`src/verilog/abs_consts.svh`:
```
// constants for the answer-back sequencer
`ifndef ABS_CONSTS_SVH
`define ABS_CONSTS_SVH
// apb byte offsets
`define ABS_CTRL_OFS    8'h00
`define ABS_STAT_OFS    8'h04
`define ABS_MADDR_OFS   8'h08
`define ABS_MDATA_OFS   8'h0c
// control field positions
`define ABS_CTRL_MODE_LO 0
`define ABS_CTRL_MODE_HI 1
`define ABS_CTRL_NP      2
`define ABS_CTRL_CALL_LO 8
`define ABS_CTRL_CALL_HI 15
// reset values
`define ABS_CTRL_RST    32'h0000_0000
`define ABS_CALL_RST    8'h05
// drum geometry
`define ABS_ROWS        21
`define ABS_LAST_ROW    5'h14
`define ABS_DBL_A_END   5'h09
`define ABS_TRI_LEN     5'h06
// serial timing: bit time in microseconds, clock in mhz
`define ABS_BIT_US      9091
`define ABS_CLK_MHZ     50
`define ABS_CHAR_BITS   11
`define ABS_LAST_BIT    4'ha
`endif

```
`src/verilog/abs_pkg.sv`:
```
// types shared by the answer-back sequencer
package abs_pkg;
   typedef enum logic [1:0] {
      ABS_SINGLE,
      ABS_DOUBLE,
      ABS_TRIPLE,
      ABS_RSVD
   } abs_mode_type;
   typedef enum {
      ABS_IDLE,
      ABS_LOAD,
      ABS_WAIT
   } abs_state_type;
   typedef struct packed {
      logic       sup;
      logic [7:0] code;
   } abs_row_type;
endpackage

```
`src/verilog/abs_answerback.sv`:
```
// answer-back sequencer with apb registers, line serialiser and kbd buffer
// Notes on behaviour
// - characters the device sends itself never fire the answer-back.
// - each local transmit cycle raises the block, released in its last bit.
// - a remote character equal to the call code starts the sequence.
// - message splits into one, two or three segments; a trigger sends one.
// - single uses rows 0..20, triple uses three segments of seven rows.
// - double uses segments of 10 and 11 rows, alternating per trigger.
// - a suppressed row takes a full cycle with the line held marking.
// - a suppressed last row leaves the block set after the sequence.
// - the next received character clears that left-over block.
// - print-inhibit mode kills function decode and all printing.
// - a lamp output shows print-inhibit mode.
// - remote on enters print-inhibit mode; remote off leaves it only while the local switch is off.
// - one row per character cycle is sent as a start-stop character.
// - the first row of every sequence is always suppressed.
// - local request and external trip also start the sequence.
`timescale 1ns/10ps
`include "abs_consts.svh"
module abs_answerback #(
   parameter int BIT_CYCLES = `ABS_BIT_US * `ABS_CLK_MHZ
) (
   // clock and reset
   input  wire logic        clk_in,
   input  wire logic        rst_in,
   // apb slave
   input  wire logic        psel_in,
   input  wire logic        penable_in,
   input  wire logic        pwrite_in,
   input  wire logic [7:0]  paddr_in,
   input  wire logic [31:0] pwdata_in,
   output logic             pready_out,
   output logic [31:0]      prdata_out,
   output logic             pslverr_out,
   // received characters from the selector
   input  wire logic        rx_valid_in,
   input  wire logic [7:0]  rx_char_in,
   // triggers and print-inhibit commands
   input  wire logic        here_is_in,
   input  wire logic        ext_trip_in,
   input  wire logic        np_on_in,
   input  wire logic        np_off_in,
   // keyboard characters
   input  wire logic        kb_valid_in,
   input  wire logic [7:0]  kb_char_in,
   output logic             kb_ready_out,
   // line and printer
   output logic             line_out,
   output logic             print_valid_out,
   output logic [7:0]       print_char_out,
   output logic             np_lamp_out,
   output logic             ab_busy_out
);
   // end row of the segment that begins at start
   function automatic logic [4:0] seg_end(input logic [1:0] mode,
                                          input logic [4:0] start);
      case (mode)
         abs_pkg::ABS_DOUBLE: seg_end = (start == 5'h00) ?
                                 `ABS_DBL_A_END : `ABS_LAST_ROW;
         abs_pkg::ABS_TRIPLE: seg_end = start + `ABS_TRI_LEN;
         default:             seg_end = `ABS_LAST_ROW;
      endcase
   endfunction

   // first row of the next segment; a pointer left over from another
   // mode falls back to row 0, so every segment keeps its fixed size
   function automatic logic [4:0] seg_first(input logic [1:0] mode,
                                            input logic [4:0] start);
      case (mode)
         abs_pkg::ABS_DOUBLE:
            seg_first = (start == `ABS_DBL_A_END + 5'h01) ? start : 5'h00;
         abs_pkg::ABS_TRIPLE:
            seg_first = (start == `ABS_TRI_LEN + 5'h01 ||
                         start == `ABS_TRI_LEN + `ABS_TRI_LEN + 5'h02) ?
                        start : 5'h00;
         default:
            seg_first = 5'h00;
      endcase
   endfunction

   abs_pkg::abs_row_type   drum_r [0:`ABS_ROWS-1];
   abs_pkg::abs_state_type state_r;
   logic [1:0]  mode_r;
   logic        np_sw_r, np_rem_r, block_r, last_sup_r, trip_d_r;
   logic [7:0]  call_r;
   logic [4:0]  maddr_r, row_r, start_r, end_r;
   logic        pready_r, pslverr_r;
   logic [31:0] prdata_r;
   logic        tx_busy_r, tx_ab_r;
   logic [10:0] tx_sh_r;
   logic [3:0]  tx_bit_r;
   logic [31:0] div_r;
   logic [7:0]  fifo_r [0:1];
   logic        wr_ptr_r, rd_ptr_r, kb_ready_r;
   logic [1:0]  cnt_r;
   logic        pv_r, lamp_r;
   logic [7:0]  pc_r;

   // apb decode
   wire         setup    = psel_in & ~penable_in;
   wire         acc_done = psel_in & penable_in & pready_r;
   wire         wr_en    = acc_done & pwrite_in;
   wire         hit_ctrl = paddr_in == `ABS_CTRL_OFS;
   wire         hit_stat = paddr_in == `ABS_STAT_OFS;
   wire         hit_madr = paddr_in == `ABS_MADDR_OFS;
   wire         hit_mdat = paddr_in == `ABS_MDATA_OFS;
   wire         mapped   = hit_ctrl | hit_stat | hit_madr | hit_mdat;
   wire         maddr_ok = maddr_r < 5'(`ABS_ROWS);
   wire [31:0]  ctrl_rd  = {16'h0000, call_r, 5'h00, np_sw_r, mode_r};
   wire [31:0]  stat_rd  = {11'h000, row_r, 3'h0, start_r, 4'h0,
                             ab_busy_out, np_lamp_out, block_r,
                             state_r != abs_pkg::ABS_IDLE};
   wire [31:0]  mdat_rd  = maddr_ok ? {23'h0, drum_r[maddr_r]} : 32'h0;
   wire [31:0]  rd_mux   = hit_ctrl ? ctrl_rd : hit_stat ? stat_rd :
                           hit_madr ? {27'h0, maddr_r} :
                           hit_mdat ? mdat_rd : 32'h0;

   // apb handshake: one wait cycle, unmapped gives an error
   always_ff @(posedge clk_in) begin
      if (rst_in) begin
         pready_r  <= 1'b0;
         pslverr_r <= 1'b0;
         prdata_r  <= 32'h0;
      end else begin
         pready_r  <= psel_in & penable_in & ~pready_r;
         pslverr_r <= psel_in & penable_in & ~pready_r & ~mapped;
         if (setup)
            prdata_r <= pwrite_in ? 32'h0 : rd_mux;
      end
   end

   // control registers and message address
   always_ff @(posedge clk_in) begin
      if (rst_in) begin
         mode_r  <= 2'(`ABS_CTRL_RST);
         np_sw_r <= 1'b0;
         call_r  <= `ABS_CALL_RST;
         maddr_r <= 5'h00;
      end else if (wr_en) begin
         if (hit_ctrl) begin
            mode_r  <= pwdata_in[`ABS_CTRL_MODE_HI:`ABS_CTRL_MODE_LO];
            np_sw_r <= pwdata_in[`ABS_CTRL_NP];
            call_r  <= pwdata_in[`ABS_CTRL_CALL_HI:`ABS_CTRL_CALL_LO];
         end
         if (hit_madr)
            maddr_r <= pwdata_in[4:0];
      end
   end

   // message rows, written one per access; software fills each segment
   always_ff @(posedge clk_in) begin
      if (wr_en & hit_mdat & maddr_ok)
         drum_r[maddr_r] <= pwdata_in[8:0];
   end

   // print-inhibit mode from the local switch or remote commands
   wire np_active = np_sw_r | np_rem_r;
   always_ff @(posedge clk_in) begin
      if (rst_in) begin
         np_rem_r <= 1'b0;
         lamp_r   <= 1'b0;
      end else begin
         if (np_on_in)
            np_rem_r <= 1'b1;
         else if (np_off_in)
            np_rem_r <= 1'b0;
         lamp_r <= np_active;
      end
   end

   // bit-rate divider and serialiser state
   wire bit_tick = tx_busy_r & (div_r == 32'(BIT_CYCLES - 1));
   wire tx_done  = bit_tick & (tx_bit_r == `ABS_LAST_BIT);
   // own transmit holds the block until the final stop bit
   wire own_blk  = tx_busy_r & (tx_bit_r != `ABS_LAST_BIT);

   // trigger sources
   wire idle     = state_r == abs_pkg::ABS_IDLE;
   wire rx_call  = rx_valid_in & ~own_blk & ~np_active &
                   (rx_char_in == call_r);
   wire trip_up  = ext_trip_in & ~trip_d_r;
   wire any_trig = rx_call | here_is_in | trip_up;
   wire start_ok = idle & ~block_r & ~tx_busy_r & any_trig;
   wire ab_load  = state_r == abs_pkg::ABS_LOAD;
   wire kb_load  = idle & ~start_ok & ~tx_busy_r & (cnt_r != 2'h0);
   abs_pkg::abs_row_type row_q;
   assign row_q = drum_r[row_r];
   wire row_sup  = row_q.sup | (row_r == start_r);
   wire at_end   = row_r == end_r;
   wire [4:0] first_row = seg_first(mode_r, start_r);

   // sequencer: one row per character cycle through the segment
   always_ff @(posedge clk_in) begin
      if (rst_in) begin
         state_r    <= abs_pkg::ABS_IDLE;
         row_r      <= 5'h00;
         start_r    <= 5'h00;
         end_r      <= 5'h00;
         block_r    <= 1'b0;
         last_sup_r <= 1'b0;
         trip_d_r   <= 1'b0;
      end else begin
         trip_d_r <= ext_trip_in;
         case (state_r)
            abs_pkg::ABS_IDLE: begin
               if (start_ok) begin
                  row_r   <= first_row;
                  start_r <= first_row;
                  end_r   <= seg_end(mode_r, first_row);
                  state_r <= abs_pkg::ABS_LOAD;
               end else if (rx_valid_in) begin
                  block_r <= 1'b0;
               end
            end
            abs_pkg::ABS_LOAD: begin
               last_sup_r <= row_sup;
               state_r    <= abs_pkg::ABS_WAIT;
            end
            abs_pkg::ABS_WAIT: begin
               if (tx_done) begin
                  if (at_end) begin
                     block_r <= last_sup_r;
                     start_r <= (mode_r == abs_pkg::ABS_SINGLE ||
                                 end_r >= `ABS_LAST_ROW) ?
                                5'h00 : end_r + 5'h01;
                     state_r <= abs_pkg::ABS_IDLE;
                  end else begin
                     row_r   <= row_r + 5'h01;
                     state_r <= abs_pkg::ABS_LOAD;
                  end
               end
            end
            default: state_r <= abs_pkg::ABS_IDLE;
         endcase
      end
   end

   // start-stop serialiser: start, eight data lsb first, two stops
   always_ff @(posedge clk_in) begin
      if (rst_in) begin
         tx_busy_r <= 1'b0;
         tx_ab_r   <= 1'b0;
         tx_sh_r   <= 11'h7ff;
         tx_bit_r  <= 4'h0;
         div_r     <= 32'h0;
      end else if (ab_load | kb_load) begin
         tx_busy_r <= 1'b1;
         tx_ab_r   <= ab_load;
         div_r     <= 32'h0;
         tx_bit_r  <= 4'h0;
         if (ab_load & row_sup)
            tx_sh_r <= 11'h7ff;
         else if (ab_load)
            tx_sh_r <= {2'b11, row_q.code, 1'b0};
         else
            tx_sh_r <= {2'b11, fifo_r[rd_ptr_r], 1'b0};
      end else if (tx_busy_r) begin
         div_r <= bit_tick ? 32'h0 : div_r + 32'h1;
         if (bit_tick) begin
            tx_sh_r  <= {1'b1, tx_sh_r[10:1]};
            tx_bit_r <= tx_bit_r + 4'h1;
            if (tx_done)
               tx_busy_r <= 1'b0;
         end
      end
   end

   // two-entry keyboard buffer feeding the serialiser
   wire       kb_push = kb_valid_in & kb_ready_r;
   wire [1:0] cnt_nxt = cnt_r + {1'b0, kb_push} - {1'b0, kb_load};
   always_ff @(posedge clk_in) begin
      if (rst_in) begin
         wr_ptr_r   <= 1'b0;
         rd_ptr_r   <= 1'b0;
         cnt_r      <= 2'h0;
         kb_ready_r <= 1'b0;
      end else begin
         if (kb_push) begin
            fifo_r[wr_ptr_r] <= kb_char_in;
            wr_ptr_r         <= ~wr_ptr_r;
         end
         if (kb_load)
            rd_ptr_r <= ~rd_ptr_r;
         cnt_r      <= cnt_nxt;
         kb_ready_r <= cnt_nxt != 2'h2;
      end
   end

   // printer strobe: nothing prints while print-inhibit is on
   always_ff @(posedge clk_in) begin
      if (rst_in) begin
         pv_r <= 1'b0;
         pc_r <= 8'h00;
      end else begin
         pv_r <= rx_valid_in & ~np_active;
         if (rx_valid_in)
            pc_r <= rx_char_in;
      end
   end

   // outputs straight from flip-flops
   assign pready_out      = pready_r;
   assign prdata_out      = prdata_r;
   assign pslverr_out     = pslverr_r;
   assign line_out        = tx_sh_r[0];
   assign kb_ready_out    = kb_ready_r;
   assign print_valid_out = pv_r;
   assign print_char_out  = pc_r;
   assign np_lamp_out     = lamp_r;
   assign ab_busy_out     = tx_busy_r;
endmodule

```
`config.mk`:
```
export PLATFORM = sky130hd
export DESIGN_NAME = abs_answerback
export DESIGN_NICKNAME = d
export VERILOG_FILES = /design/src/verilog/abs_pkg.sv /design/src/verilog/abs_answerback.sv
export VERILOG_INCLUDE_DIRS = /design/src /design/src/verilog
export SDC_FILE = /design/constraint.sdc
export NUM_CORES = 1
export LEC_CHECK = 0
export BUFFER_PORTS_ARGS = -buffer_cell sky130_fd_sc_hd__buf_2
export CORE_ASPECT_RATIO = 0.75
export CORE_UTILIZATION = 45
export DETAILED_ROUTE_END_ITERATION = 7
export PLACE_DENSITY = 0.74
export SLEW_MARGIN = 5
export SYNTH_ARGS = -nofsm -noshare
export SYNTH_HDL_FRONTEND = slang
export SYNTH_SLANG_ARGS = --single-unit
```
`constraint.sdc`:
```
create_clock -name clk_in -period 2.6 [get_ports clk_in]
set_input_delay 0.13 -clock clk_in [delete_from_list [all_inputs] [get_ports clk_in]]
set_output_delay 0.13 -clock clk_in [all_outputs]
set_load 0.02 [all_outputs]
```
==> impl_metrics.env <==
export IMPL_status="completed"
export IMPL_slew_headroom_pct=21.6
export IMPL_synthAdderAreaFrac_pct=1.04
export IMPL_fin_crit_sh_pct=94.3
export IMPL_cts_root_buf="clkbuf_16"
export IMPL_die_x_um=217
export IMPL_clock_path_buffers=3
export IMPL_synth_top_family_by_area="multiplexers"
export IMPL_synth_top_area_share_pct=39.5
export IMPL_cp_arrival_ps=2890
export IMPL_wirelength_mm=40.9
export IMPL_place_gp_congestion=0.911
export IMPL_synth_area_leaders="edfxtp_1, dfxtp_1, mux4_2, nor2_1, mux2i_1"
export IMPL_period_needed_ps=2450
export IMPL_yosys_area_share_simple_pct=11.5
export IMPL_end_kind="flop"
export IMPL_cts_num_sinks=337
export IMPL_dp_cells=1746
export IMPL_yosys_most_used_dff="edfxtp_1"
export IMPL_grt_met2_usage_pct=34.6
export IMPL_power_leakage_nw=6.20
export IMPL_yosysWarnings=0
export IMPL_async_flop_share_pct=0
export IMPL_top_usage_layer="met2"
export IMPL_grt_max_degree=43
export IMPL_hold_path_class="input pin to flop"
export IMPL_num_vias=10900
export IMPL_drv_cap=0
export IMPL_crit_required_ps=3030
export IMPL_worstPathMaxFanout=12
export IMPL_synth_top_area_cell="edfxtp_1"
export IMPL_synth_seq_cells=337
export IMPL_fmax_mhz=408
export IMPL_drcViolationCount=0
export IMPL_p_per_area_mw_per_mm2=671
export IMPL_synth_xor_area_share_pct=3.37
export IMPL_slew_viol_final=0
export IMPL_vias_per_cell=5.95
export IMPL_fin_nets=1441
export IMPL_met3_usage_pct=5.03
export IMPL_cpMaxStageDelayCell="mux4_2"
export IMPL_rows=58
export IMPL_fin_skew_ps=19.7
export IMPL_cts_max_level=2
export IMPL_worstMarginPinSlew_ps=1170
export IMPL_tns_ps=0
export IMPL_antenna_cells=0
export IMPL_path_cells="buf_12, mux4_2, a32oi_1, o211ai_1, nor3_1, o311ai_0, a31o_1"
export IMPL_layout_area_overhead_vs_synth_pct=17.2
export IMPL_post_cts_setup_buffers=0
export IMPL_drive_gt1_share_pct=24.2
export IMPL_tritoncts="yes"
export IMPL_synth_edf_count=205
export IMPL_clkTransAtPathRegs_ps=70
export IMPL_die_area_mm2=0.0354
export IMPL_max_stage_delay_ps=510
export IMPL_dr_first_iter_drc_count=1479
export IMPL_routedWlPerCell_um=22.3
export IMPL_drtPass1Iterations=5
export IMPL_die_h_um=163
export IMPL_cts_buffers_inserted=34
export IMPL_postLayoutCoreUtil_pct=54.1
export IMPL_rsz0062_at_grt="false"
export IMPL_grt_use_total_pct=23.3
export IMPL_dp_hpwl_mm=28.3
export IMPL_vdd_drop_max_mv=0.492
export IMPL_synth_distinct_cells=77
export IMPL_coreArea_mm2=0.0338
export IMPL_grt_ovfl_total=0
export IMPL_synth_compound_area_share_pct=7.65
export IMPL_grt_util_met1_pct=34.5
export IMPL_ys_seq_area_share_pct=56.4
export IMPL_first_global_vias=10700
export IMPL_layout_cells_non_filler=1837
export IMPL_io_pins=114
export IMPL_ant_nets=0
export IMPL_hold_start="pwdata_in[5]"
export IMPL_critical_path_class="flop to flop"
export IMPL_netlist_instances=1207
export IMPL_finalHoldViolCount=0
export IMPL_synthMuxAreaShare_pct=17.0
export IMPL_clock_latency_ps=530
export IMPL_start_util_pct=46.1
export IMPL_syn_area_per_cell_um2=12.9
export IMPL_critPathLaunchType="flop"
export IMPL_io_buffer_count=86
export IMPL_grt_antenna_before_repair=1
export IMPL_grt_pass1_wl_mm=62.2
export IMPL_setup_viol_count_final=0
export IMPL_syn_area_mm2=0.0156
## placed cells by master (no fill, tap or decap), drive strengths merged, types with 9 or more instances in the layout
cell,instances
nand2b,17
ha,13
xor2,25
a22oi,14
clkbuf,46
buf,159
nand3,39
a22o,9
nand4,15
nor3,14
nand2,76
o22ai,11
nor2,128
a21oi,43
edfxtp,205
xnor2,35
dlygate4sd3,29
o21ai,48
and3,9
mux2,18
nor2b,14
mux2i,46
mux4,88
dfxtp,132
clkinv,11
inv,16
conb,11
## state kept, by name, summed over array words and instances (netlist names), 4 cells and up, named ones only
register / flops
maddr_r: 5
end_r: 5
fifo_r: 16
print_char_out: 8
drum_r: 189
row_r: 5
div_r: 32
tx_bit_r: 4
tx_sh_r: 9
start_r: 5
call_r: 8
prdata_out: 21
## worst max-delay path: cells and delay by family (launching register included)
| family | cells | cell delay (ps) |
|---|---|---|
| multiplexers | 1 | 510 |
| buffers and inverters | 1 | 200 |
| AO/OA/AOI/OAI | 4 | 870 |
| AND/OR/NAND/NOR | 1 | 340 |
| flip-flops | 1 | 430 |
## metrics by stage
| stage | setup WS, ps | instance area [µm²] | hold WS (ps) | total power, W |
|---|---|---|---|---|
| 6_report | 147 | 18300 | 40.3 | 0.0123 |
| 5_1_grt | 0.762 | 18300 | 33.2 | 0.0127 |
| 4_1_cts | 100 | 18300 | 16.4 | 0.0123 |
| 3_5_place_dp | 155 | 16900 | 323 | 0.00731 |
| 3_3_place_gp | 207 | 16900 | 319 | 0.00727 |
| 2_1_floorplan | 46.0 | 15600 | 229 | 0.00684 |
## cells by family after synthesis
family / after synthesis
XOR/XNOR: 60
AND/OR/NAND/NOR: 363
other: 1
buffers and inverters: 97
flip-flops: 337
AO/OA/AOI/OAI: 184
multiplexers: 152
adder cells (fa/ha/maj): 13
## Yosys cell counts (5+ instances only)
cell type,count
a211oi_1,7
a21o_1,6
a21oi_1,43
a22o_1,9
a22oi_1,14
a31oi_1,6
and3_1,8
and4_1,5
buf_1,9
buf_2,19
buf_4,17
clkbuf_1,33
dfxtp_1,132
edfxtp_1,205
ha_1,13
inv_1,16
mux2_2,18
mux2i_1,46
mux4_2,88
nand2_1,76
nand2b_1,17
nand3_1,39
nand3b_1,6
nand4_1,15
nor2_1,128
nor2b_1,14
nor3_1,13
nor3b_1,6
o211ai_1,6
o21ai_0,47
o22ai_1,11
or4_1,5
xnor2_1,35
xor2_1,25
## what timing repair did
action	in CTS	in global routing
gates resized for setup	0	1
setup endpoints to repair	0	1
hold endpoints to repair	35	0
hold buffers	29	0
## final cells by class
cell class,count,area [µm²]
multi-input cells,783,6380
clock buffers,46,970
repair buffers,188,1340
clock inverters,16,158
inverters,17,63.8
well taps,450,563
flip-flops and latches,337,8800
fillers,2776,15500
## power breakdown
part	total [W]	internal, W	switching (W)
Clock	0.00500	0.00293	0.00207
Sequential	0.00590	0.00578	0.000120
Combinational	0.00136	0.000594	0.000766
## metal layers
| metal | routed length (µm) | vias up |
|---|---|---|
| met5 | 0 | - |
| met4 | 856 | 0 |
| met3 | 4580 | 71 |
| met2 | 18000 | 604 |
| met1 | 17500 | 5374 |
| li1 | - | 4878 |
## worst paths after layout
| kind | end | slack, ps | cells after the start |
|---|---|---|---|
| worst max register to register | tx_sh_r[8] | 150 | 7 |
| worst max-delay path | tx_sh_r[8] | 150 | 7 |
| worst min register to register | prdata_out[12] | 450 | 2 |
| worst min-delay path | drum_r[20][5] | 40 | 1 |
No activity file was read; power rests on OpenSTA's default activity.
